==> config.mk <==
export PLATFORM = sky130hd
export DESIGN_NAME = uart9_top
export DESIGN_NICKNAME = d
export VERILOG_FILES = /design/src/verilog/uart9_pkg.sv /design/src/verilog/baud_gen.sv /design/src/verilog/uart9_top.sv
export SDC_FILE = /design/constraint.sdc
export NUM_CORES = 1
export LEC_CHECK = 0
export BUFFER_PORTS_ARGS = -buffer_cell sky130_fd_sc_hd__buf_4
export CAP_MARGIN = 20
export CORE_MARGIN = 2
export CORE_UTILIZATION = 67
export CTS_CLUSTER_DIAMETER = 40
export CTS_CLUSTER_SIZE = 12
export DETAILED_ROUTE_END_ITERATION = 8
export PLACE_DENSITY = 0.85
export SETUP_SLACK_MARGIN = 0.5
export SYNTH_ARGS = -nofsm -noshare
export SYNTH_HDL_FRONTEND = slang
export SYNTH_HIERARCHICAL = 1
export SYNTH_SLANG_ARGS = --single-unit
export TNS_END_PERCENT = 10
==> constraint.sdc <==
create_clock -name clk_in -period 7.5 [get_ports clk_in]
set_clock_uncertainty 0.05 [all_clocks]
set_input_delay 1.125 -clock clk_in [delete_from_list [all_inputs] [get_ports clk_in]]
set_output_delay 1.125 -clock clk_in [all_outputs]
set_load 0.02 [all_outputs]
==> src/verilog/uart9_pkg.sv <==
// package for the nine-bit serial port: register map, field positions, timing counts
// assumes a single 250 MHz clock and a plain strobe register port
package uart9_pkg;
	// ==========================================================
	// register offsets
	localparam logic [3:0] ADDR_SERIAL_CONTROL = 4'h0;
	localparam logic [3:0] ADDR_SERIAL_BUFFER  = 4'h1;
	localparam logic [3:0] ADDR_POWER_CONTROL  = 4'h2;
	localparam logic [3:0] ADDR_TIMER1_RELOAD  = 4'h3;
	localparam logic [3:0] ADDR_TIMER2_RLD_LO  = 4'h4;
	localparam logic [3:0] ADDR_TIMER2_RLD_HI  = 4'h5;
	localparam logic [3:0] ADDR_TIMER2_CONTROL = 4'h6;
	localparam logic [3:0] ADDR_CONFIG_THREE   = 4'h7;
	localparam logic [3:0] ADDR_IRQ_STATUS     = 4'h8;
	localparam logic [3:0] ADDR_IRQ_MASK       = 4'h9;
	// ==========================================================
	// serial control fields
	localparam int BIT_RX_DONE    = 0;
	localparam int BIT_TX_DONE    = 1;
	localparam int BIT_RX_NINTH   = 2;
	localparam int BIT_TX_NINTH   = 3;
	localparam int BIT_RX_ENABLE  = 4;
	localparam int BIT_ADDR_FILT  = 5;
	localparam int BIT_MODE_LO    = 6;
	localparam int BIT_MODE_HI    = 7;
	// power control, timer 2 control, config word fields
	localparam int BIT_BAUD_DOUBLE = 7;
	localparam int BIT_T2_TX_CLK   = 4;
	localparam int BIT_T2_RX_CLK   = 5;
	localparam int BIT_T2_IRQ_REQ  = 7;
	localparam int BIT_SIX_CLOCK   = 6;
	// interrupt status fields
	localparam int BIT_IRQ_RX      = 0;
	localparam int BIT_IRQ_TX      = 1;
	localparam int BIT_IRQ_DROP    = 2;
	// ==========================================================
	// reset values
	localparam logic [7:0] RESET_BYTE   = 8'h00;
	localparam logic [7:0] RESET_CONFIG = 8'h40;
	// ==========================================================
	// clock and rate constants
	localparam int CLK_MHZ          = 250;
	localparam int CLK_PERIOD_PS    = 4000;
	localparam int OSC_PER_TICK_12T = 2;
	localparam int OVS_DIV_MODE2    = 4;
	localparam int OVS_DIV_T1       = 2;
	localparam int OVERSAMPLE       = 16;
	localparam int SAMPLE_MID       = 7;
	localparam int FRAME_BITS       = 11;
	localparam logic [1:0] MODE_SHIFT = 2'h0;
	localparam logic [1:0] MODE_ASYNC8 = 2'h1;
	localparam logic [1:0] MODE_OSC9  = 2'h2;
	localparam logic [1:0] MODE_TIM9  = 2'h3;
	typedef enum logic [1:0] {
		RX_IDLE  = 2'b00,
		RX_START = 2'b01,
		RX_DATA  = 2'b10,
		RX_LAST  = 2'b11
	} rx_state_t;
endpackage : uart9_pkg

==> src/verilog/baud_gen.sv <==
// baud tick generator: oscillator, timer 1 or timer 2 overflow sources
// assumes one clock; emits one-cycle enable pulses at sixteen times the bit rate
`timescale 1ns/10ps
module baud_gen
	import uart9_pkg::*;
(
	// clock and reset
	input  wire logic        clk_in,
	input  wire logic        arst_n_in,
	// rate settings
	input  wire logic [7:0]  timer1_reload_high_in,
	input  wire logic [15:0] timer2_reload_in,
	input  wire logic        baud_double_bit_in,
	input  wire logic        six_clock_select_in,
	// ticks
	output logic             osc_tick_out,
	output logic             t1_ovs_out,
	output logic             t2_ovs_out,
	output logic             mode2_ovs_out
);
	logic        pre_reg;
	logic [3:0]  t1_pre_reg;
	logic [7:0]  t1_cnt_reg;
	logic        t1_ovf;
	logic [15:0] t2_cnt_reg;
	logic [15:0] t2_rld_seen_reg;
	logic [1:0]  t1_half_reg;
	logic [1:0]  m2_div_reg;
	logic        t1_tick;

	// oscillator prescale: 12-clock mode halves the peripheral clock
	always_ff @(posedge clk_in or negedge arst_n_in) begin
		if (!arst_n_in) begin
			pre_reg <= 1'b0;
		end else begin
			pre_reg <= six_clock_select_in ? 1'b0 : ~pre_reg;
		end
	end
	assign osc_tick_out = six_clock_select_in | pre_reg;

	// timer 1: machine cycle of six peripheral ticks, eight-bit auto reload
	always_ff @(posedge clk_in or negedge arst_n_in) begin
		if (!arst_n_in) begin
			t1_pre_reg <= 4'h0;
			t1_cnt_reg <= 8'h00;
		end else if (osc_tick_out) begin
			t1_pre_reg <= (t1_pre_reg == 4'h5) ? 4'h0 : t1_pre_reg + 4'h1;
			if (t1_pre_reg == 4'h5) begin
				t1_cnt_reg <= (t1_cnt_reg == 8'hFF) ? timer1_reload_high_in : t1_cnt_reg + 8'h01;
			end
		end
	end
	assign t1_ovf = osc_tick_out && t1_pre_reg == 4'h5 && t1_cnt_reg == 8'hFF;

	// timer 1 rate: overflow/32 bit rate, 16x oversample => /2, skipped when doubled
	always_ff @(posedge clk_in or negedge arst_n_in) begin
		if (!arst_n_in) begin
			t1_half_reg <= 2'h0;
		end else if (t1_ovf) begin
			t1_half_reg <= t1_half_reg + 2'h1;
		end
	end
	assign t1_tick    = t1_ovf && (baud_double_bit_in || t1_half_reg[0]);
	assign t1_ovs_out = t1_tick;

	// timer 2: sixteen-bit reload counting peripheral ticks, overflow/16 bit rate
	// a new reload value restarts the count, avoiding a full 16-bit sweep first
	always_ff @(posedge clk_in or negedge arst_n_in) begin
		if (!arst_n_in) begin
			t2_cnt_reg      <= 16'h0000;
			t2_rld_seen_reg <= 16'h0000;
		end else begin
			t2_rld_seen_reg <= timer2_reload_in;
			if (timer2_reload_in != t2_rld_seen_reg) begin
				t2_cnt_reg <= timer2_reload_in;
			end else if (osc_tick_out) begin
				t2_cnt_reg <= (t2_cnt_reg == 16'hFFFF) ? timer2_reload_in : t2_cnt_reg + 16'h0001;
			end
		end
	end
	assign t2_ovs_out = osc_tick_out && t2_cnt_reg == 16'hFFFF;

	// mode 2: 32 peripheral ticks a bit => ovs every second tick, every tick when doubled
	always_ff @(posedge clk_in or negedge arst_n_in) begin
		if (!arst_n_in) begin
			m2_div_reg <= 2'h0;
		end else if (osc_tick_out) begin
			m2_div_reg <= m2_div_reg + 2'h1;
		end
	end
	assign mode2_ovs_out = osc_tick_out && (baud_double_bit_in || m2_div_reg[0]);
endmodule : baud_gen

==> src/verilog/uart9_top.sv <==
// nine-bit serial port: receiver, transmitter, baud select, address filter
// assumes register strobes are one cycle, synchronous to clk_in; rxd synchronous
// Operation
// - frame: start, eight data, ninth, stop
// - buffer write starts transmit, done flag after
// - accept only flag clear and filter passes
// - accept loads buffer, ninth bit, sets flag
// - rejected frame leaves buffer, flag untouched
// - after frame, hunt for next falling edge
// - mode 3 equals mode 2, timer clocked
// - oscillator rates for modes 0 and 2
// - timer 1 rate with doubling bit
// - timer 2 rate from sixteen-bit reload
// - timer 2 interrupt suppressed as baud source
// - timer 1 high reload sets rate
// - timer 2 selected per direction
// - filter in modes 1, 2 and 3
// - filter ignored in mode 0
// - mode 1 filter needs valid stop
`timescale 1ns/10ps
module uart9_top
	import uart9_pkg::*;
(
	// clock and reset
	input  wire logic       clk_in,
	input  wire logic       arst_n_in,
	// register port
	input  wire logic [3:0] addr_in,
	input  wire logic [7:0] wdata_in,
	input  wire logic       wr_in,
	input  wire logic       rd_in,
	output logic      [7:0] rdata_out,
	// serial line
	input  wire logic       rxd_in,
	output logic            txd_out,
	// timer 2 overflow request and interrupt
	input  wire logic       timer2_irq_req_in,
	output logic            timer2_irq_out,
	output logic            irq_out
);
	logic [7:0]  serial_control_reg;
	logic [7:0]  serial_buffer;
	logic [7:0]  power_control_reg;
	logic [7:0]  timer1_reload_high;
	logic [7:0]  timer2_reload_low;
	logic [7:0]  timer2_reload_high;
	logic [7:0]  timer2_control_reg;
	logic [7:0]  config_word_three;
	logic [2:0]  irq_status_reg;
	logic [2:0]  irq_mask_reg;
	logic        osc_tick, t1_ovs, t2_ovs, m2_ovs;
	logic        rx_ovs, tx_ovs;
	logic [1:0]  mode;
	rx_state_t   rx_state_reg;
	logic [3:0]  rx_phase_reg;
	logic [3:0]  rx_bit_reg;
	logic [8:0]  rx_shift_reg;
	logic [2:0]  rx_samp_reg;
	logic        rxd_prev_reg;
	logic        rx_vote;
	logic        rx_mid;
	logic        rx_accept;
	logic        rx_frame_end;
	logic        tx_busy_reg;
	logic [3:0]  tx_phase_reg;
	logic [3:0]  tx_bit_reg;
	logic [10:0] tx_shift_reg;
	logic        tx_done;
	logic        wr_buf;

	assign mode   = serial_control_reg[BIT_MODE_HI:BIT_MODE_LO];
	assign wr_buf = wr_in && addr_in == ADDR_SERIAL_BUFFER;

	function automatic logic maj3(input logic [2:0] s);
		maj3 = (s[0] & s[1]) | (s[1] & s[2]) | (s[0] & s[2]);
	endfunction : maj3

	// ==========================================================
	// baud sources
	baud_gen u_baud (
		.clk_in                (clk_in),
		.arst_n_in             (arst_n_in),
		.timer1_reload_high_in (timer1_reload_high),
		.timer2_reload_in      ({timer2_reload_high, timer2_reload_low}),
		.baud_double_bit_in    (power_control_reg[BIT_BAUD_DOUBLE]),
		.six_clock_select_in   (~config_word_three[BIT_SIX_CLOCK]),
		.osc_tick_out          (osc_tick),
		.t1_ovs_out            (t1_ovs),
		.t2_ovs_out            (t2_ovs),
		.mode2_ovs_out         (m2_ovs)
	);

	// mode 2 osc, mode 1/3 timer; timer 2 per direction
	always_comb begin
		if (mode == MODE_OSC9) begin
			rx_ovs = m2_ovs;
			tx_ovs = m2_ovs;
		end else if (mode == MODE_SHIFT) begin
			rx_ovs = osc_tick;
			tx_ovs = osc_tick;
		end else begin
			rx_ovs = timer2_control_reg[BIT_T2_RX_CLK] ? t2_ovs : t1_ovs;
			tx_ovs = timer2_control_reg[BIT_T2_TX_CLK] ? t2_ovs : t1_ovs;
		end
	end

	// ==========================================================
	// register writes
	always_ff @(posedge clk_in or negedge arst_n_in) begin
		if (!arst_n_in) begin
			power_control_reg  <= RESET_BYTE;
			timer1_reload_high <= RESET_BYTE;
			timer2_reload_low  <= RESET_BYTE;
			timer2_reload_high <= RESET_BYTE;
			timer2_control_reg <= RESET_BYTE;
			config_word_three  <= RESET_CONFIG;
			irq_mask_reg       <= 3'h0;
		end else if (wr_in) begin
			case (addr_in)
				ADDR_POWER_CONTROL:  power_control_reg  <= wdata_in;
				ADDR_TIMER1_RELOAD:  timer1_reload_high <= wdata_in;
				ADDR_TIMER2_RLD_LO:  timer2_reload_low  <= wdata_in;
				ADDR_TIMER2_RLD_HI:  timer2_reload_high <= wdata_in;
				ADDR_TIMER2_CONTROL: timer2_control_reg <= wdata_in;
				ADDR_CONFIG_THREE:   config_word_three  <= wdata_in;
				ADDR_IRQ_MASK:       irq_mask_reg       <= wdata_in[2:0];
				default: ;
			endcase
		end
	end

	// serial control: hardware sets win over software writes
	always_ff @(posedge clk_in or negedge arst_n_in) begin
		if (!arst_n_in) begin
			serial_control_reg <= RESET_BYTE;
		end else begin
			if (wr_in && addr_in == ADDR_SERIAL_CONTROL) begin
				serial_control_reg <= wdata_in;
			end
			if (rx_accept) begin
				serial_control_reg[BIT_RX_DONE]  <= 1'b1;
				serial_control_reg[BIT_RX_NINTH] <= rx_vote;
			end
			if (tx_done) begin
				serial_control_reg[BIT_TX_DONE] <= 1'b1;
			end
		end
	end

	// ==========================================================
	// receiver: falling edge hunt, 16x oversample, centre vote
	assign rx_vote      = maj3({rx_samp_reg[1:0], rxd_in});
	assign rx_mid       = rx_ovs && rx_phase_reg == 4'(SAMPLE_MID + 1);
	assign rx_frame_end = rx_mid && rx_state_reg == RX_LAST;
	// accept at the ninth bit (modes 2/3) or stop bit (mode 1)
	always_comb begin
		rx_accept = 1'b0;
		if (rx_frame_end && !serial_control_reg[BIT_RX_DONE]) begin
			if (mode == MODE_ASYNC8) begin
				rx_accept = !serial_control_reg[BIT_ADDR_FILT] || rx_vote;
			end else if (mode != MODE_SHIFT) begin
				rx_accept = !serial_control_reg[BIT_ADDR_FILT] || rx_vote;
			end else begin
				rx_accept = 1'b1;
			end
		end
	end

	always_ff @(posedge clk_in or negedge arst_n_in) begin
		if (!arst_n_in) begin
			rxd_prev_reg <= 1'b1;
			rx_samp_reg  <= 3'h7;
		end else begin
			rxd_prev_reg <= rxd_in;
			if (rx_ovs) begin
				rx_samp_reg <= {rx_samp_reg[1:0], rxd_in};
			end
		end
	end

	always_ff @(posedge clk_in or negedge arst_n_in) begin
		if (!arst_n_in) begin
			rx_state_reg <= RX_IDLE;
			rx_phase_reg <= 4'h0;
			rx_bit_reg   <= 4'h0;
			rx_shift_reg <= 9'h000;
		end else begin
			case (rx_state_reg)
				RX_IDLE: begin
					rx_phase_reg <= 4'h0;
					rx_bit_reg   <= 4'h0;
					if (serial_control_reg[BIT_RX_ENABLE] && mode != MODE_SHIFT && rxd_prev_reg && !rxd_in) begin
						rx_state_reg <= RX_START;
					end
				end
				RX_START: begin
					if (rx_ovs) begin
						rx_phase_reg <= rx_phase_reg + 4'h1;
					end
					if (rx_mid) begin
						// phase runs on so the first data centre is a full bit later
						rx_state_reg <= rx_vote ? RX_IDLE : RX_DATA;
					end
				end
				RX_DATA: begin
					if (rx_ovs) begin
						rx_phase_reg <= rx_phase_reg + 4'h1;
					end
					if (rx_ovs && rx_phase_reg == 4'hF) begin
						rx_phase_reg <= 4'h0;
					end
					if (rx_mid) begin
						rx_shift_reg <= {rx_vote, rx_shift_reg[8:1]};
						rx_bit_reg   <= rx_bit_reg + 4'h1;
						if (rx_bit_reg == 4'h7) begin
							rx_state_reg <= RX_LAST;
						end
					end
				end
				RX_LAST: begin
					if (rx_ovs) begin
						rx_phase_reg <= rx_phase_reg + 4'h1;
					end
					if (rx_ovs && rx_phase_reg == 4'hF) begin
						rx_phase_reg <= 4'h0;
					end
					if (rx_mid) begin
						rx_state_reg <= RX_IDLE;
					end
				end
				default: rx_state_reg <= RX_IDLE;
			endcase
		end
	end

	always_ff @(posedge clk_in or negedge arst_n_in) begin
		if (!arst_n_in) begin
			serial_buffer <= RESET_BYTE;
		end else if (rx_accept) begin
			serial_buffer <= rx_shift_reg[8:1];
		end
	end

	// ==========================================================
	// transmitter
	always_ff @(posedge clk_in or negedge arst_n_in) begin
		if (!arst_n_in) begin
			tx_busy_reg  <= 1'b0;
			tx_phase_reg <= 4'h0;
			tx_bit_reg   <= 4'h0;
			tx_shift_reg <= 11'h7FF;
			txd_out      <= 1'b1;
		end else if (wr_buf && !tx_busy_reg) begin
			tx_busy_reg  <= 1'b1;
			tx_phase_reg <= 4'h0;
			tx_bit_reg   <= 4'h0;
			tx_shift_reg <= {1'b1, serial_control_reg[BIT_TX_NINTH], wdata_in, 1'b0};
			txd_out      <= 1'b1;
		end else if (tx_busy_reg && tx_ovs) begin
			tx_phase_reg <= tx_phase_reg + 4'h1;
			if (tx_phase_reg == 4'h0) begin
				txd_out <= tx_shift_reg[0];
			end
			if (tx_phase_reg == 4'hF) begin
				tx_shift_reg <= {1'b1, tx_shift_reg[10:1]};
				tx_bit_reg   <= tx_bit_reg + 4'h1;
				if (tx_bit_reg == 4'(FRAME_BITS - 1)) begin
					tx_busy_reg <= 1'b0;
				end
			end
		end
	end
	assign tx_done = tx_busy_reg && tx_ovs && tx_phase_reg == 4'hF && tx_bit_reg == 4'(FRAME_BITS - 1);

	// ==========================================================
	// interrupts: sticky status, clear on read, set wins
	always_ff @(posedge clk_in or negedge arst_n_in) begin
		if (!arst_n_in) begin
			irq_status_reg <= 3'h0;
		end else begin
			irq_status_reg <= (rd_in && addr_in == ADDR_IRQ_STATUS) ? 3'h0 : irq_status_reg;
			if (rx_accept) begin
				irq_status_reg[BIT_IRQ_RX] <= 1'b1;
			end
			if (tx_done) begin
				irq_status_reg[BIT_IRQ_TX] <= 1'b1;
			end
			if (rx_frame_end && !rx_accept) begin
				irq_status_reg[BIT_IRQ_DROP] <= 1'b1;
			end
		end
	end

	always_ff @(posedge clk_in or negedge arst_n_in) begin
		if (!arst_n_in) begin
			irq_out        <= 1'b0;
			timer2_irq_out <= 1'b0;
		end else begin
			irq_out        <= |(irq_status_reg & irq_mask_reg);
			timer2_irq_out <= timer2_irq_req_in &&
			                  !(timer2_control_reg[BIT_T2_RX_CLK] || timer2_control_reg[BIT_T2_TX_CLK]);
		end
	end

	// read mux, data in the cycle after the strobe
	always_ff @(posedge clk_in or negedge arst_n_in) begin
		if (!arst_n_in) begin
			rdata_out <= 8'h00;
		end else if (rd_in) begin
			case (addr_in)
				ADDR_SERIAL_CONTROL: rdata_out <= serial_control_reg;
				ADDR_SERIAL_BUFFER:  rdata_out <= serial_buffer;
				ADDR_POWER_CONTROL:  rdata_out <= power_control_reg;
				ADDR_TIMER1_RELOAD:  rdata_out <= timer1_reload_high;
				ADDR_TIMER2_RLD_LO:  rdata_out <= timer2_reload_low;
				ADDR_TIMER2_RLD_HI:  rdata_out <= timer2_reload_high;
				ADDR_TIMER2_CONTROL: rdata_out <= timer2_control_reg;
				ADDR_CONFIG_THREE:   rdata_out <= config_word_three;
				ADDR_IRQ_STATUS:     rdata_out <= {5'h00, irq_status_reg};
				ADDR_IRQ_MASK:       rdata_out <= {5'h00, irq_mask_reg};
				default:             rdata_out <= 8'h00;
			endcase
		end else begin
			rdata_out <= 8'h00;
		end
	end
endmodule : uart9_top

# [Word level (Yosys, flattened, before mapping)]
# Index checks and enable logic that the tools add are counted.
[classes] addsub=9 eq_ne=28 muxes=52 reduce_logical=63 n_bitwise=9
[ops] operator="$pmux 8 s10" count=1
[ops] operator="$mux 16" count=3
[ops] operator="$mux 4" count=9
[ops] operator="$mux 11" count=3
[ops] operator="$eq 4x3->1 const B" count=6
[ops] operator="$eq 4x4->1 const B" count=6
[ops] operator="$reduce_and 2->1" count=12
[ops] operator="$reduce_bool 2->1" count=12
[ops] operator="$mux 1" count=23
[ops] operator="$logic_and 1x1->1" count=21
[ops] operator="$add 4x1->4 const B" count=5
[ops] operator="$add 16x1->16 const B" count=1
[ops] operator="$eq 16x16->1 const B" count=1
[ops] operator="$mux 8" count=2
[ops] operator="$ne 16x16->1" count=1
[ops] operator="$mux 2" count=6
[ops] operator="$pmux 4 s3" count=1
[ops] operator="$ne 2x2->1 const B" count=5
[ops] operator="$add 8x1->8 const B" count=1
[ops] operator="$eq 4x2->1 const B" count=2
[ops] operator="$eq 8x8->1 const B" count=1
[ops] operator="$logic_not 4->1" count=2
[ops] operator="$pmux 2 s4" count=1
[ops] operator="$pmux 4 s2" count=1
[ops] operator="other kinds (16)" count=35
[totals] input_bits=18 reg_bits=172 out_inout_bits=11 wordCells=196

# [Depth between registers and ports, before layout]
[logic_depth] word_depth=15 depth_mapped=10 mapped_depth_nobuf=9

# [Cells and area by module]
# Netlist, hierarchy kept.
[modules_own_cells] mod="uart9_top" cells_per_inst=497 n_inst=1 seq_area_each_um2=3046.7 area_each_um2=5793.1
[modules_own_cells] mod="baud_gen" cells_per_inst=216 n_inst=1 seq_area_each_um2=1176.1 area_each_um2=2313.5

# [Worst setup path before layout]
# OpenSTA, ideal clock, no wires.
[synth_timing] path_type="register -> register" startpoint="register config_word_three[6]" endpoint="register serial_buffer[1]" arrival_ns=2.812 path_stages_with_launch=11 t_required_ns=7.325 slack_ns=4.513 setup_time_ns=0.125 n_path_buf=1 period_less_slack_ns=2.987 cell_sequence="dfstp_2 -> inv_1 -> o21ai_0 -> or3b_2 -> nor2_1 -> o21a_1 -> mux2i_1 -> mux2_4 -> or4_4 -> buf_6 -> mux2_4"
[synth_between] elab_chain_cells=12 elab_cells_between_ends=14 cone_classes="mux: 4; bitwise: 2; reduce/logical: 8"
[synth_lines] element="start, declared" line="uart9_top.sv:48" rtl="logic [7:0] config_word_three;"
[synth_lines] element="start signal, assigned" line="uart9_top.sv:125" rtl="ADDR_CONFIG_THREE: config_word_three <= wdata_in;"
[synth_lines] element="$not 1->1" line="uart9_top.sv:86" rtl=".six_clock_select_in (~config_word_three[BIT_SIX_CLOCK]),"
[synth_lines] element="$or 1x1->1" line="baud_gen.sv:39" rtl="assign osc_tick_out = six_clock_select_in | pre_reg;"
[synth_lines] element="$logic_and 1x1->1 (2 in series)" line="baud_gen.sv:53" rtl="assign t1_ovf = osc_tick_out && t1_pre_reg == 4'h5 && t1_cnt_reg == 8'hFF;"
[synth_lines] element="$logic_and 1x1->1" line="baud_gen.sv:63" rtl="assign t1_tick = t1_ovf && (baud_double_bit_in || t1_half_reg[0]);"
[synth_lines] element="named net t1_ovs" line="uart9_top.sv:51" rtl="logic osc_tick, t1_ovs, t2_ovs, m2_ovs;"
[synth_lines] element="$mux 1" line="uart9_top.sv:102" rtl="rx_ovs = timer2_control_reg[BIT_T2_RX_CLK] ? t2_ovs : t1_ovs;"
[synth_lines] element="$mux 1" line="uart9_top.sv:98" rtl="end else if (mode == MODE_SHIFT) begin"
[synth_lines] element="$mux 1" line="uart9_top.sv:95" rtl="if (mode == MODE_OSC9) begin"
[synth_lines] element="$logic_and 1x1->1" line="uart9_top.sv:153" rtl="assign rx_mid = rx_ovs && rx_phase_reg == 4'(SAMPLE_MID + 1);"
[synth_lines] element="$logic_and 1x1->1" line="uart9_top.sv:154" rtl="assign rx_frame_end = rx_mid && rx_state_reg == RX_LAST;"
[synth_lines] element="$logic_and 1x1->1" line="uart9_top.sv:158" rtl="if (rx_frame_end && !serial_control_reg[BIT_RX_DONE]) begin"
[synth_lines] element="$mux 1" line="uart9_top.sv:158"
[synth_lines] element="end signal, assigned" line="uart9_top.sv:240" rtl="serial_buffer <= rx_shift_reg[8:1];"
[synth_lines] element="end, declared" line="uart9_top.sv:42" rtl="logic [7:0] serial_buffer;"
# The timed path passes the listed nets, and every way through them passes these cells.
# A chain may end at the register's enable or synchronous reset.

# [Worst setup path after layout]
[layout_timing] startpoint="register config_word_three[6]" endpoint="register serial_buffer[3]"
# The elaborated chain is that of the path after synthesis.

==> impl_metrics.py <==
metrics = {
    "global_route": {
        "grt_first_pass_wirelength_mm": 31.0,
        "grt_antenna_before_repair": 0,
        "grt_overflow_total": 0,
        "via_count_of_the_first_global_routing_pass": 5952,
        "grt_util_all_layers_pct": 31.2,
        "pin_count_of_the_biggest_net_entering_global_routing": 91,
    },
    "floorplanning": {
        "initial_utilization_pct": 68.1,
        "fp.dieH_um": 114,
        "die_area_um2": 13000,
        "core_um2": 11900,
        "row_count": 40,
        "ios": 29,
        "die_width_um": 114,
    },
    "detailed_routing": {
        "vias_per_cell": 6.64,
        "wire_per_inst_um": 21.5,
        "post-route-drc-count": 0,
        "via_count": 5934,
        "ant_nets": 0,
        "dr.pass1.iters": 5,
        "drt_wl_total_mm": 19.2,
        "initialDrtViolationCount": 633,
    },
    "min_path": {
        "min_delay_path_depth": 2,
        "worst_hold_path_type": "reg2reg",
    },
    "synth": {
        "synth_sequential_area_ratio_pct": 52.1,
        "number_of_enable_flip_flop_cells_after_synthesis": 0,
        "post-synth-top-area-fraction_pct": 47.2,
        "synthTopCellsByArea": "sky130_fd_sc_hd__dfrtp_1 (47%), sky130_fd_sc_hd__mux2_2 (10%), sky130_fd_sc_hd__dfstp_2 (4.9%)",
        "yosys_warnings": 6,
        "async_reset_ff_share_pct": 100,
        "synth.ff_latch_count": 168,
        "synth_cells": 713,
        "synth_area_leader": "sky130_fd_sc_hd__dfrtp_1",
        "number_of_nets_in_the_synthesized_netlist": 740,
        "synthFlopType": "sky130_fd_sc_hd__dfrtp_1",
        "synthesis.area_um2": 8110,
        "synth.avg_cell_area_um2": 11.4,
        "netlist-cell-type-count": 74,
    },
    "sta": {
        "worstMarginPinSlew_ns": 1.12,
        "fmax_mhz": 288,
        "timing_max_transition_violations_final": 0,
        "max-slew-margin-rel_pct": 25.4,
        "totalNegativeSetupSlack_ns": 0,
        "grt_setup_unrepaired": "false",
        "final_critical_path_setup_slack_ns": 4.03,
        "hold-worst-slack_ns": 0.429,
        "fin_crit_ns": 3.47,
        "report.final.setup_viol": 0,
        "report.final.hold_viol_count": 0,
        "finalCritPeriodShare_pct": 46.3,
    },
    "cts": {
        "cts.repair_timing.setup_buffer_count": 0,
        "htree_num_levels": 4,
        "ctsHoldBuffers": 0,
        "cts.sinks": 168,
        "worst_skew_pair.late_latency_ns": 0.43,
        "post_cts.resized_instances": 0,
        "clock-root-buffer": "sky130_fd_sc_hd__clkbuf_16",
        "numCtsBuffers": 17,
        "cts_max_path_buffers": 2,
        "tritoncts": "yes",
        "clk_pin_slew_worst_paths_ns": 0.06,
    },
    "setup_path": {
        "crit_slowest_cell": "sky130_fd_sc_hd__or4_4",
        "timing.critical_path.mode_cell": "sky130_fd_sc_hd__mux2_4",
        "arrival_time_worst_endpoint_ns": 3.74,
        "worstPathMaxFanout": 16,
        "reg2reg_depth": 9,
        "setup.worst_path.end_class": "register",
        "worst-setup-path-type": "reg2reg",
        "timing.critical_path.required_ns": 7.76,
        "maximum_single_stage_delay_on_the_critical_path_ns": 0.68,
        "worstPathCellList": "inv_1, o21ai_0, or3b_2, nor2_1, o21a_1, mux2i_1, mux2_4, or4_4, mux2_4",
        "cp-start-kind": "register",
    },
    "pwr": {
        "total_power_uw": 2890,
        "power_per_cell_area_nw_per_um2": 320,
        "ir_drop_v": 0.000233,
        "leakagePower_uw": 0.00394,
    },
    "placement": {
        "post-place-cells": 861,
        "post_placement_setup_slack_ns": 4.09,
        "detailed_place_hpwl_mm": 13.2,
        "routabilityCongestion": 0.947,
        "place.port_buffers": 28,
    },
    "finish": {
        "antennaDiodeCount": 0,
        "stdcell_count": 894,
        "mostFrequentLayoutCells": "sky130_fd_sc_hd__dfrtp_1 (153), sky130_fd_sc_hd__mux2_2 (74), sky130_fd_sc_hd__nand2_1 (69), sky130_fd_sc_hd__nor2_1 (34), sky130_fd_sc_hd__nand3_1 (31)",
        "post_route_cells_drive_above_1_share_pct": 23.8,
        "fin_nets": 761,
        "area_delta_synth_final_pct": 11.3,
        "most_common_cell_after_layout_fill_and_taps_aside": "sky130_fd_sc_hd__dfrtp_1",
    },
    "run_status": {
        "status": "complete, no violations",
    },
    "flow_run": {
        "drv.max_cap_violation_count": 0,
    },
}
critical path, delay by kind of cell, from the launching register on:
| family | cells | cell delay (ns) |
|---|---|---|
| compound gates | 2 | 0.44 |
| buf+inv | 1 | 0.14 |
| flops | 1 | 0.37 |
| mux | 3 | 0.80 |
| simple gates | 3 | 1.56 |
cells in the mapped netlist, types with 5 or more instances:
cell type and count:
sky130_fd_sc_hd__dfrtp_1 153, sky130_fd_sc_hd__mux2_2 74, sky130_fd_sc_hd__nand2_1 69, sky130_fd_sc_hd__nor2_1 34, sky130_fd_sc_hd__nand3_1 31, sky130_fd_sc_hd__a21oi_1 27, sky130_fd_sc_hd__mux2i_1 24, sky130_fd_sc_hd__o21ai_0 23
sky130_fd_sc_hd__xnor2_1 23, sky130_fd_sc_hd__clkbuf_1 18, sky130_fd_sc_hd__inv_1 17, sky130_fd_sc_hd__nand4_1 16, sky130_fd_sc_hd__dfstp_2 15, sky130_fd_sc_hd__nor3_1 12, sky130_fd_sc_hd__o22ai_1 10, sky130_fd_sc_hd__ha_1 9
sky130_fd_sc_hd__mux2_4 9, sky130_fd_sc_hd__o211ai_1 9, sky130_fd_sc_hd__nor2b_1 8, sky130_fd_sc_hd__a2bb2oi_1 7, sky130_fd_sc_hd__a31oi_1 7, sky130_fd_sc_hd__and3_1 7, sky130_fd_sc_hd__or3_1 7, sky130_fd_sc_hd__and4_1 5
sky130_fd_sc_hd__buf_1 5, sky130_fd_sc_hd__o31a_1 5
routing by layer:
metal	vias to the layer above	GRT usage, %	wire length (µm)
met3	67	7.28	1140
met5	-	0	0
met4	0	13.0	693
met1	2952	40.0	7820
li1	2666	-	-
met2	249	51.4	9530
where the power goes:
| part | switching [µW] | internal [µW] |
|---|---|---|
| registers | 225 | 1160 |
| clock network | 353 | 551 |
| logic | 318 | 285 |
| total | 897 | 1990 |
final cells by class:
class                           count  area, µm²
Clock buffer                       22        474
Clock inverter                     10        144
Fill cell                         726       2890
Inverter                           18       67.6
Multi-Input combinational cell    499       3680
Sequential cell                   168       4220
Tap cell                          147        184
Timing Repair Buffer               30        249
per-stage QoR:
step / utilization, % / cell area (µm²)
floorplan: - / 8110
global placement: 70.3 / 8380
detailed placement: 70.3 / 8380
CTS: 75.5 / 9000
global route: 75.8 / 9020
finish: 75.8 / 9020
cell families (layout without fill, tap and decap cells):
family,count (synthesis),count (layout),synth area share [%]
flip-flops,168,168,52.1
buffers and inverters,46,80,2.47
XOR/XNOR,25,25,2.70
multiplexers,110,110,15.7
adder cells (fa/ha/maj),10,10,1.51
AND/OR/NAND/NOR,227,227,14.8
AO/OA/AOI/OAI,127,127,10.6
worst paths after layout:
path | from | end | slack (ns)
setup / recovery | config_word_three[6]$_DFFE_PN1P_ | serial_buffer[3]$_DFFE_PN0P_ | 4.03
hold / removal | rx_samp_reg[0]$_DFFE_PN1P_ | rx_samp_reg[0]$_DFFE_PN1P_ | 0.43
setup reg to reg | config_word_three[6]$_DFFE_PN1P_ | serial_buffer[3]$_DFFE_PN0P_ | 4.03
hold reg to reg | rx_samp_reg[0]$_DFFE_PN1P_ | rx_samp_reg[0]$_DFFE_PN1P_ | 0.43
max in group asynchronous | arst_n_in | tx_shift_reg[0]$_DFFE_PN1P_ | 5.60
min in group asynchronous | arst_n_in | u_baud/t2_cnt_reg[15]$_DFFE_PN0P_ | 0.70
Note: power is estimated with default switching activity, not from simulation.
